**config.mk**
```make
export PLATFORM = sky130hd
export DESIGN_NAME = meter_pin_function_mux
export DESIGN_NICKNAME = d
export VERILOG_FILES = /design/src/logic/pin_mux_pkg.sv /design/src/logic/meter_pin_function_mux.sv
export SDC_FILE = /design/constraint.sdc
export NUM_CORES = 1
export LEC_CHECK = 0
export BUFFER_PORTS_ARGS = -buffer_cell sky130_fd_sc_hd__clkbuf_2
export CAP_MARGIN = 20
export CORE_MARGIN = 2
export CORE_UTILIZATION = 41
export CTS_BUF_LIST = sky130_fd_sc_hd__clkbuf_16
export DETAILED_ROUTE_END_ITERATION = 6
export PLACE_DENSITY_LB_ADDON = 0.08
export RECOVER_POWER = 50
export SYNTH_ARGS = -nofsm -noshare
export SYNTH_HDL_FRONTEND = slang
export SYNTH_SLANG_ARGS = --single-unit
export TNS_END_PERCENT = 50
```
**constraint.sdc**
```tcl
create_clock -name clk -period 4.15 [get_ports clk]
set_input_delay 0.83 -clock clk [delete_from_list [all_inputs] [get_ports clk]]
set_output_delay 0.83 -clock clk [all_outputs]
set_load 0.005 [all_outputs]
```
**src/logic/pin_mux_pkg.sv**
```systemverilog
// Purpose: Shared constants for the meter pin function mux
// Assumes: AHB-Lite register bus, 32-bit data, word aligned registers
// Notes: Register offsets are byte addresses
package pin_mux_pkg;
  // Register map
  localparam logic [7:0] CTRL_OFS = 8'h00;
  localparam logic [7:0] STAT_OFS = 8'h04;
  localparam logic [7:0] VOLT_OFS = 8'h08;
  // Control fields
  localparam int MODE_LSB = 0;
  localparam int PRS_LSB = 2;
  localparam int ESEL_LSB = 4;
  localparam logic [1:0] MODE_RST = 2'h2;
  // Status fields
  localparam int ST_TAMPER = 0;
  localparam int ST_NOLOAD = 1;
  localparam int ST_NEGPWR = 2;
  localparam int ST_FAULT = 3;
  localparam int ST_SLOPE = 4;
  localparam int ST_CHSEL = 5;
  // Application modes
  typedef enum logic [1:0] {
    MODE_WDOG = 2'h0,
    MODE_DSIG = 2'h1,
    MODE_HFREQ = 2'h2,
    MODE_STEP = 2'h3
  } app_mode_t;
  // Energy select for mode 0 LED
  localparam logic [1:0] ESEL_ACT = 2'h0;
  localparam logic [1:0] ESEL_REACT = 2'h1;
  // Voltage thresholds with hysteresis
  localparam logic [15:0] VOLT_LOW = 16'h0040;
  localparam logic [15:0] VOLT_HIGH = 16'h0080;
  localparam logic [1:0] HTRANS_NONSEQ = 2'h2;
  localparam logic [31:0] ZERO_WORD = 32'h0000_0000;
endpackage : pin_mux_pkg

```
**src/logic/meter_pin_function_mux.sv**
```systemverilog
// Purpose: Routes meter internal signals to the programmable pins
// Assumes: All inputs synchronous to clk; AHB-Lite slave, zero wait states
// Notes: Every pin output is registered so mode changes switch cleanly
// Contract
// - Mode 2 or 3 is stand-alone, mode 0 or 1 is peripheral.
// - Stand-alone: stepper_out_b carries stepper phase B.
// - Stand-alone: stepper_out_a carries stepper phase A.
// - Peripheral stepper_out_b: watchdog in mode 0, current bitstream in mode 1.
// - Peripheral stepper_out_a: zero-cross in mode 0, voltage bitstream in mode 1.
// - Mode 2 LED: high-rate active energy pulses, 50% duty.
// - Mode 3 LED: active energy pulses, rate chosen by pulse_rate_select.
// - Mode 0 LED: active, reactive or apparent pulses per selection.
// - Mode 1 LED: tamper channel select, high means secondary.
// - Stand-alone no_load_pin low during no-load, else high.
// - Stand-alone tamper pin low on tamper; peripheral pin is SPI data.
// - Stand-alone neg_power_pin low on negative active power.
// - Indications shown only while indicator_enable_pin is high.
// - Pulse zero_cross_pulse on every line voltage zero crossing.
// - Three energy pulse signals: active, reactive, apparent.
// - voltage_slope_sign high while voltage rises, low while falling.
// - Fault sets out of band or volt below 64; clears in band above 128.
// - tamper_flag is 1 on tamper, in status and on tamper pin.
// - no_load_flag is 1 on no-load, in status and on no-load pin.
//
// Local design decisions: the register offsets and the AHB-Lite interface to the registers.
`timescale 1ns/1ps
module meter_pin_function_mux
  import pin_mux_pkg::*;
(
  // Clock and reset
  input wire logic clk,
  input wire logic nrst,
  // AHB-Lite slave
  input wire logic hsel,
  input wire logic [31:0] haddr,
  input wire logic [1:0] htrans,
  input wire logic hwrite,
  input wire logic [2:0] hsize,
  input wire logic [31:0] hwdata,
  input wire logic hready,
  output logic [31:0] hrdata,
  output logic hreadyout,
  output logic hresp,
  // Internal meter signals
  input wire logic [15:0] volt_sample,
  input wire logic volt_sample_valid,
  input wire logic freq_in_band,
  input wire logic active_energy_pulses,
  input wire logic reactive_energy_pulses,
  input wire logic apparent_energy_pulses,
  input wire logic active_hf_pulses,
  input wire logic active_lf_pulses,
  input wire logic stepper_phase_a,
  input wire logic stepper_phase_b,
  input wire logic watchdog_sig,
  input wire logic cur_bitstream,
  input wire logic volt_bitstream,
  input wire logic tamper_chan_sel,
  input wire logic tamper_detect,
  input wire logic no_load_detect,
  input wire logic neg_power_detect,
  input wire logic spi_data_out,
  input wire logic spi_data_oe,
  input wire logic indicator_enable_pin,
  // Programmable pins
  output logic stepper_out_a,
  output logic stepper_out_b,
  output logic led_out,
  output logic no_load_pin,
  output logic tamper_pin_or_data_o,
  output logic tamper_pin_or_data_oe,
  output logic neg_power_pin,
  // Internal status signals
  output logic zero_cross_pulse,
  output logic voltage_slope_sign,
  output logic freq_range_fault,
  output logic tamper_flag,
  output logic no_load_flag
);

  function automatic logic is_standalone(input logic [1:0] m);
    is_standalone = m[1];
  endfunction : is_standalone

  logic [1:0] mode_r;
  logic pulse_rate_select_r;
  logic [1:0] energy_sel_r;
  logic [15:0] volt_r;
  logic led_hf_r;
  logic hf_prev_r;
  logic fault_r;
  logic slope_r;
  logic zc_r;
  logic wr_pend_r;
  logic [7:0] addr_r;
  logic sa_nxt;
  logic led_nxt;
  logic energy_nxt;
  logic [31:0] rd_nxt;
  logic ind_en;
  logic take;

  assign take = hsel && hready && (htrans == HTRANS_NONSEQ);

  // AHB address phase capture
  always_ff @(posedge clk or negedge nrst)
  begin
    if (!nrst)
    begin
      wr_pend_r <= 1'b0;
      addr_r <= 8'h00;
    end
    else
    begin
      wr_pend_r <= take && hwrite;
      if (take)
        addr_r <= haddr[7:0];
    end
  end

  // Control register writes
  always_ff @(posedge clk or negedge nrst)
  begin
    if (!nrst)
    begin
      mode_r <= MODE_RST;
      pulse_rate_select_r <= 1'b0;
      energy_sel_r <= ESEL_ACT;
    end
    else if (wr_pend_r && addr_r == CTRL_OFS)
    begin
      mode_r <= hwdata[MODE_LSB +: 2];
      pulse_rate_select_r <= hwdata[PRS_LSB];
      energy_sel_r <= hwdata[ESEL_LSB +: 2];
    end
  end

  // Read data for the next data phase
  always_comb
  begin
    rd_nxt = ZERO_WORD;
    case (haddr[7:0])
      CTRL_OFS:
      begin
        rd_nxt[MODE_LSB +: 2] = mode_r;
        rd_nxt[PRS_LSB] = pulse_rate_select_r;
        rd_nxt[ESEL_LSB +: 2] = energy_sel_r;
      end
      STAT_OFS:
      begin
        rd_nxt[ST_TAMPER] = tamper_flag;
        rd_nxt[ST_NOLOAD] = no_load_flag;
        rd_nxt[ST_NEGPWR] = neg_power_detect;
        rd_nxt[ST_FAULT] = fault_r;
        rd_nxt[ST_SLOPE] = slope_r;
        rd_nxt[ST_CHSEL] = tamper_chan_sel;
      end
      VOLT_OFS:
        rd_nxt[15:0] = volt_r;
      default:
        rd_nxt = ZERO_WORD;
    endcase
  end

  always_ff @(posedge clk or negedge nrst)
  begin
    if (!nrst)
    begin
      hrdata <= ZERO_WORD;
      hreadyout <= 1'b1;
      hresp <= 1'b0;
    end
    else
    begin
      hreadyout <= 1'b1;
      hresp <= 1'b0;
      if (take && !hwrite)
        hrdata <= rd_nxt;
    end
  end

  always_ff @(posedge clk or negedge nrst)
  begin
    if (!nrst)
    begin
      volt_r <= 16'h0000;
      slope_r <= 1'b0;
      zc_r <= 1'b0;
    end
    else
    begin
      zc_r <= 1'b0;
      if (volt_sample_valid)
      begin
        volt_r <= volt_sample;
        if ($signed(volt_sample) > $signed(volt_r))
          slope_r <= 1'b1;
        else if ($signed(volt_sample) < $signed(volt_r))
          slope_r <= 1'b0;
        // Sign change marks a zero crossing
        zc_r <= volt_sample[15] != volt_r[15];
      end
    end
  end

  // Fault with hysteresis on voltage level
  always_ff @(posedge clk or negedge nrst)
  begin
    if (!nrst)
      fault_r <= 1'b1;
    else if (!freq_in_band || volt_r < VOLT_LOW)
      fault_r <= 1'b1;
    else if (volt_r > VOLT_HIGH)
      fault_r <= 1'b0;
  end

  // Divide by two gives exact 50% duty
  always_ff @(posedge clk or negedge nrst)
  begin
    if (!nrst)
    begin
      led_hf_r <= 1'b0;
      hf_prev_r <= 1'b0;
    end
    else
    begin
      hf_prev_r <= active_hf_pulses;
      if (active_hf_pulses && !hf_prev_r)
        led_hf_r <= !led_hf_r;
    end
  end

  assign sa_nxt = is_standalone(mode_r);
  assign ind_en = indicator_enable_pin;

  // Energy kind for peripheral mode 0
  always_comb
  begin
    case (energy_sel_r)
      ESEL_ACT: energy_nxt = active_energy_pulses;
      ESEL_REACT: energy_nxt = reactive_energy_pulses;
      default: energy_nxt = apparent_energy_pulses;
    endcase
  end

  always_comb
  begin
    case (app_mode_t'(mode_r))
      MODE_WDOG: led_nxt = energy_nxt;
      MODE_DSIG: led_nxt = tamper_chan_sel;
      MODE_HFREQ: led_nxt = led_hf_r;
      // Pulse rate chosen by select bit
      MODE_STEP: led_nxt = pulse_rate_select_r ? active_lf_pulses : active_energy_pulses;
      default: led_nxt = 1'b0;
    endcase
  end

  always_ff @(posedge clk or negedge nrst)
  begin
    if (!nrst)
    begin
      stepper_out_a <= 1'b0;
      stepper_out_b <= 1'b0;
      led_out <= 1'b0;
      no_load_pin <= 1'b1;
      tamper_pin_or_data_o <= 1'b1;
      tamper_pin_or_data_oe <= 1'b0;
      neg_power_pin <= 1'b1;
    end
    else
    begin
      if (sa_nxt)
      begin
        stepper_out_a <= stepper_phase_a;
        stepper_out_b <= stepper_phase_b;
      end
      else if (mode_r == MODE_WDOG)
      begin
        stepper_out_a <= zero_cross_pulse;
        stepper_out_b <= watchdog_sig;
      end
      else
      begin
        stepper_out_a <= volt_bitstream;
        stepper_out_b <= cur_bitstream;
      end
      led_out <= led_nxt;
      no_load_pin <= !(sa_nxt && ind_en && no_load_detect);
      neg_power_pin <= !(sa_nxt && ind_en && neg_power_detect);
      if (sa_nxt)
      begin
        tamper_pin_or_data_o <= !(ind_en && tamper_detect);
        tamper_pin_or_data_oe <= ind_en;
      end
      else
      begin
        tamper_pin_or_data_o <= spi_data_out;
        tamper_pin_or_data_oe <= spi_data_oe;
      end
    end
  end

  always_ff @(posedge clk or negedge nrst)
  begin
    if (!nrst)
    begin
      tamper_flag <= 1'b0;
      no_load_flag <= 1'b0;
      zero_cross_pulse <= 1'b0;
      voltage_slope_sign <= 1'b0;
      freq_range_fault <= 1'b1;
    end
    else
    begin
      tamper_flag <= tamper_detect;
      no_load_flag <= no_load_detect;
      zero_cross_pulse <= zc_r;
      voltage_slope_sign <= slope_r;
      freq_range_fault <= fault_r;
    end
  end
endmodule : meter_pin_function_mux

```
==> results by group, run 1 <==
Logic synthesis
  – Post-synth cell types: 42
  – Yosys top cell by area: dfrtp_1
  – Seq/Total Area, Yosys: a little over half
  – Synth Area in Simple Gates: about a tenth
  – Mapped cell area: 0.00304 mm²
  – Ys flop type: dfrtp_1
  – Yosys reg bits: 63
  – Multiplexer area fraction after synthesis: a little under a tenth
  – Synth Area in XOR/XNOR: less than 1%
  – Area contributors post-synth: dfrtp_1, ha_1, mux2_2, dfstp_2, buf_4
  – Syn_area_per_cell: 11.3 µm²
  – Syn Inst Count: 269
  – Compound-Gate Fraction of Synth Area: 12.5%
  – YS warnings: 0
  – Area share of fa/ha/maj cells after synthesis: under 10%
  – Number of synthesized flops with an enable pin: 0
  – Asr flop ratio synth: 100%
  – Main combinational cell family by area after synthesis: compound AO/OA/AOI/OAI gates
  – Share of the synthesized area in the top cell type: about 47%

Routing
  – Pre-antenna DRT Iters: 4
  – DRC viols: 0
  – Via count: 2189
  – Wire length per cell: between 10 and 15 µm
  – WL final: about 6300 µm
  – Initial DRC count: 93
  – Routed vias/inst: just under 5
  – Antenna violation net count after detailed routing: 0

Cells and area
  – Final Non-Filler Cells: approximately 460
  – Fillcell total: about 710
  – Layout Nets: around 480
  – Area growth syn-to-layout: 21.3%
  – N_diodes: 0
  – Post-layout util: between 50% and 60%
  – Most common cell after layout, fill and taps aside: clkbuf_2
  – Most frequent cells in the layout: clkbuf_2, dfrtp_1, nand2_1
  – Final Cell Area: between 0.003 and 0.004 mm²
  – Layout cells sized above 1: roughly a third

Power and ir drop
  – Internal: approximately 1200 µW
  – Pwr dens: roughly 420 mW/mm²
  – Flop pwr share: about 47%
  – Leakage: 0.00184 µW
  – Worst IR Drop VDD: ~0.00022 V
  – Clock share of power: around two fifths
  – Switching pwr: 385 µW
  – Switching Fraction: 24.8%
  – Pwr Total: about 1600 µW
  – Gate power share: about an eighth

Floorplan
  – Starting density of the core: ~42%
  – I/O Pins: approximately 160
  – Row count: 31
  – Die height: between 90 and 100 µm
  – Core Box Area: about 0.0072 mm²
  – Die area: 0.00811 mm²
  – Die W: around 90 µm

Place
  – Cells after DPL: about 440
  – GPL Wtd Cong: approximately 0.80
  – Placed inst area: 0.00345 mm²
  – IO Port Bufs: a little over 80
  – Detail Placement HPWL: about 4700 µm

Clock tree
  – Postcts setup bufs: 0
  – Worst skew pair latency: roughly 320 ps
  – Hold_buf cts: 0
  – CTS Buf Count: 9
  – Clock sink total: 63
  – H-tree levels: 3
  – Number of gates resized after CTS: 0
  – TritonCTS clock tree: yes
  – Clock-pin slew on the worst setup and hold paths: approximately 50 ps
  – Root Buffer: clkbuf_16
  – CTS max path bufs: 2

Global route
  – GR Overflow Total: 0
  – Initial antenna violation count: 0
  – First-pass GRT wire length: between 10000 and 15000 µm
  – Largest net degree at the start of global routing: 37
  – Total Routing Usage GR: about 17%
  – Number of global-route vias before repair: 2081

Timing
  – Final period utilization: between 60% and 70%
  – Slew headroom: less than 1%
  – TNS Setup: 0 ps
  – Final hold viol count: 0
  – Fmax: between 300 and 400 MHz
  – Worst Skew: between 5 and 6 ps
  – Final setup violation count: 0
  – Min Tclk post-route: about 2600 ps
  – RSZ-0062 raised after global routing: no
  – Fin. max-slew vios: 0
  – Slew @ Worst Pin: between 1000 and 1500 ps

Setup path
  – WS Path Type: in2reg
  – Critical Path Start Type: input pin
  – Worst setup EP type: flip-flop
  – Peak fanout along the critical path: 17
  – Worst reg-to-reg path cell count: 7
  – Critical path required time: about 4400 ps
  – WP data arrival: about 2900 ps

Run
  – Max_cap viols: 1

Run status
  – Status: finished with violations
  – Failing checks: capacitance limit

Hold path
  – Hold Path Depth: 0
  – Hold Crit Class: reg2reg
[cells by family (layout without fill, tap and decap cells)]
| family | after synthesis | after routing |
|---|---|---|
| xor gates and xnor gates | 1 | 1 |
| adders and majority gates | 16 | 16 |
| other | 2 | 18 |
| AOI/OAI and AO/OA | 58 | 58 |
| buffers and inverters | 45 | 116 |
| muxes | 25 | 25 |
| and+or+nand+nor | 59 | 59 |
| DFF | 63 | 63 |
[area by class of cell]
class	instances	area, µm²	area share [%]
flip-flops and latches	63	1580	43.0
inverters	17	63.8	1.73
repair buffers	83	409	11.1
multi-input cells	177	1240	33.8
well taps	99	124	3.36
clock buffers	9	225	6.12
clock inverters	7	31.3	0.849
[final timing paths]
path	slack, ps	from	to
max	1540	htrans[0]	hrdata[3]
min	350	zc_r	zero_cross_pulse
max reg2reg	2120	volt_r[15]	slope_r
min reg2reg	350	zc_r	zero_cross_pulse
max in group asynchronous	2060	nrst	freq_range_fault
min in group asynchronous	870	nrst	mode_r[0]
[sequential cells by signal, summed over array words and instances (netlist names), 2 cells and up]
name,count
hrdata,16
addr_r,8
energy_sel_r,2
mode_r,2
volt_r,16
[per-stage QoR]
| step | worst slack, ps | hold slack [ps] |
|---|---|---|
| finish | 1540 | 345 |
| CTS | 1850 | 346 |
| global route | 1360 | 371 |
| detailed placement | 1530 | 335 |
| global placement | 1540 | 334 |
| floorplan | 1850 | 331 |
[critical path, cell delays in order]
cell and delay [ps]:
clkbuf_2 70, nand4b_1 480, nand2b_4 400, or4_4 560, nor2b_4 310, a221o_1 200
[power by group through the flow]
stage | Combinational (µW) | Sequential (µW) | Clock [µW]
final | 191 | 722 | 638
after global routing | 222 | 731 | 693
after floorplan | 133 | 718 | 0
after detailed placement | 196 | 735 | 0
after CTS | 197 | 724 | 653
after global placement | 193 | 733 | 0
[per-layer routing]
metal | global-route usage [%] | vias to the layer above | wire [µm]
met1 | 24.2 | 1030 | 3280
li1 | - | 1079 | -
met4 | 7.18 | 0 | 107
met5 | 0 | - | 0
met2 | 23.5 | 72 | 2620
met3 | 3.86 | 8 | 302
[cells in the mapped netlist, types with 2 or more instances]
cell type / instances
a21oi_1: 7
a22o_1: 14
buf_4: 18
buf_6: 2
clkbuf_1: 8
conb_1: 2
dfrtp_1: 57
dfstp_2: 6
ha_1: 16
inv_1: 17
mux2_2: 16
mux2i_1: 8
nand2_1: 29
nand3_1: 2
nand4_1: 2
nor2_1: 5
nor2b_1: 3
nor3_1: 4
nor4_1: 5
o21a_1: 2
o21ai_0: 25
No activity file was read; power rests on OpenSTA's default activity.
==> run 2, diff against run 1 <==
==> constraint.sdc (replaced) <==
create_clock -name clk -period 2.37 [get_ports clk]
set_input_delay 0.474 -clock clk [delete_from_list [all_inputs] [get_ports clk]]
set_output_delay 0.474 -clock clk [all_outputs]
set_load 0.005 [all_outputs]
==> run 2 against run 1 <==
Net effect:
- the run ends with capacitance limit, slew limit left
- die area is the same
- clock power rose by 79%
- design area rose by 0.78%
- power increased by 76%
- wire length fell by 2.1%
- largest cell class unchanged
- core utilization increased by 0.40 points
- critical path depth grew 1
- clock skew up 2.7 ps
==> results by group, run 2 (synthesized netlist as in run 1, its figures left out) <==
Power and ir drop
  – Switching Fraction: 25.2% (+0.37 points)
  – Pwr dens: 737 mW/mm² (+75%)
  – Pwr Total: 2740 µW (+76%)
  – Clock share of power: 41.5% (+0.4 points)
  – Flop pwr share: 46.2% (-0.4 points)
  – Worst IR Drop VDD: 0.000354 V (+57%)
  – Gate power share: 12.3% (about the same)
  – Internal: 2050 µW (+75%)
  – Leakage: 0.00187 µW (+1.6%)
  – Switching pwr: 689 µW (+79%)

Setup path
  – Worst setup EP type: flip-flop
  – Critical path required time: 2560 ps (-1840 ps)
  – Critical Path Source: volt_r[15]
  – R2r setup slk: 380 ps (-1740 ps)
  – R2R Path End: slope_r
  – Critical Path Start Type: flip-flop
  – Crit path to: slope_r
  – Worst reg-to-reg path cell count: 7 (unchanged)
  – WS Path Type: reg2reg
  – WP data arrival: 2190 ps (-670 ps)
  – Peak fanout along the critical path: 4 (-13)
  – Reg2reg start: volt_r[15]

Timing
  – Slew headroom: -2.40% (-2.4 points)
  – Final period utilization: approximately 84%
  – Fin. max-slew vios: 64 (+64)
  – Slew @ Worst Pin: 1540 ps (+36.1 ps)
  – RSZ-0062 raised after global routing: no
  – Final setup violation count: 0 (unchanged)
  – TNS Setup: 0 ps (unchanged)
  – Worst Skew: 8.30 ps (+2.68 ps)
  – WHS: 281 ps (-64.6 ps)
  – Fmax: approximately 500 MHz
  – Min Tclk post-route: 1990 ps
  – Final hold viol count: 0 (unchanged)

Global route
  – First-pass GRT wire length: 10100 µm (-4.9%)
  – Largest net degree at the start of global routing: 64 (+73%)
  – Initial antenna violation count: 0 (unchanged)
  – Total Routing Usage GR: 15.9% (-0.62 points)
  – GR Overflow Total: 0 (unchanged)
  – Number of global-route vias before repair: 1993 (-4.2%)

Floorplan
  – Die area: 0.00811 mm² (unchanged)
  – Starting density of the core: 42.1% (unchanged)
  – Die W: 90.0 µm (unchanged)
  – Row count: 31 (unchanged)
  – Die height: 90.0 µm (unchanged)
  – Core Box Area: 0.00721 mm² (unchanged)
  – I/O Pins: 155 (unchanged)

Cells and area
  – Layout Nets: 478 (+0.42%)
  – Area growth syn-to-layout: 22.3%
  – Fillcell total: 695 (-1.4%)
  – Largest registers: hrdata (16), volt_r (16), addr_r (8)
  – Final Non-Filler Cells: 457 (+0.44%)
  – Most frequent cells in the layout: clkbuf_2, dfrtp_1, nand2_1
  – N_diodes: 0 (unchanged)
  – Post-layout util: 51.4% (+0.40 points)
  – Layout cells sized above 1: 33.0% (+1.5 points)
  – Area occupied by multi-input gates: 0.00126 mm² (+1.2%)
  – Most common cell after layout, fill and taps aside: clkbuf_2
  – FF/Latch Area: 0.00158 mm² (unchanged)

Place
  – Cells after DPL: 441 (+0.46%)
  – IO Port Bufs: 82 (unchanged)
  – GPL Wtd Cong: 0.796 (-0.30%)
  – Detail Placement HPWL: 4600 µm (-3.1%)

Routing
  – Initial DRC count: 102 (+9.7%)
  – Routed vias/inst: 4.76 (-1.0%)
  – Pre-antenna DRT Iters: 4 (unchanged)
  – DRC viols: 0 (unchanged)
  – WL final: 6180 µm (-2.1%)
  – Antenna violation net count after detailed routing: 0 (unchanged)
  – Via count: 2176 (-0.59%)
  – Wire length per cell: 13.5 µm (-2.6%)

Clock tree
  – CTS max path bufs: 2 (unchanged)
  – CTS Buf Count: 9 (unchanged)
  – Root Buffer: clkbuf_16
  – Number of gates resized after CTS: 0 (unchanged)
  – Clock-pin slew on the worst setup and hold paths: 50 ps (about the same)
  – Postcts setup bufs: 0 (unchanged)
  – TritonCTS clock tree: yes
  – Worst skew pair latency: 330 ps (about the same)
  – Clock sink total: 63 (unchanged)
  – Hold_buf cts: 0 (unchanged)
  – H-tree levels: 3 (unchanged)

Run status
  – Failing checks: capacitance limit, slew limit
  – Status: finished with violations

Run
  – Max_cap viols: 1 (unchanged)

Hold path
  – Hold Path Depth: 1 (+1)
  – HP Start: tamper_detect
  – Hold Crit Class: in2reg
run 2: changes by cell type in the layout (fill, tap and decap cells not counted):
cell | previous run | this run
clkbuf_1 | 7 | 5
nand4b_1 | 2 | 1
clkinv_1 | 4 | 3
clkbuf_2 | 75 | 79
clkinv_2 | 1 | 2
nand4b_4 | 0 | 1
run 2: area by class of cell:
type	count	area share [%]
tap	99	3.34
clock buffer	9	6.07
inverter	17	1.72
sequential	63	42.7
multi-input combinational	177	34.0
clock inverter	7	0.877
timing repair buffer	85	11.4
run 2: worst min path at each step:
stage | endpoint | slack [ps]
finish | tamper_flag | 280
global route | no_load_flag | 280
CTS | mode_r[0] | 180
detailed placement | zero_cross_pulse | 330
global placement | zero_cross_pulse | 330
floorplan | addr_r[0] | 180
run 2: power by group through the flow:
stage	logic, µW	clock network [µW]	registers, µW
global route	390	1210	1280
floorplan	232	0	1260
CTS	348	1160	1270
finish	336	1140	1260
global placement	343	0	1280
detailed placement	347	0	1280
run 2: critical path: stages (launching register included):
cell	delay, ps
dfrtp_1	390
inv_1	70
ha_1	310
nand4_1	190
nor4_1	420
a21boi_0	300
o21a_1	140
nor3_1	40
run 2: stage by stage:
step,instance area [µm²],worst slack [ps]
3_3_place_gp,3480,223
3_5_place_dp,3480,216
4_1_cts,3730,330
6_report,3710,376
5_1_grt,3710,54.0
2_1_floorplan,3100,430
run 2: layer usage:
| layer | vias to the layer above | GRT usage [%] | wire, µm |
|---|---|---|---|
| met3 | 12 | 4.27 | 366 |
| met1 | 1012 | 24.0 | 3110 |
| li1 | 1086 | - | - |
| met5 | - | 0 | 0 |
| met4 | 0 | 7.69 | 123 |
| met2 | 66 | 21.1 | 2580 |
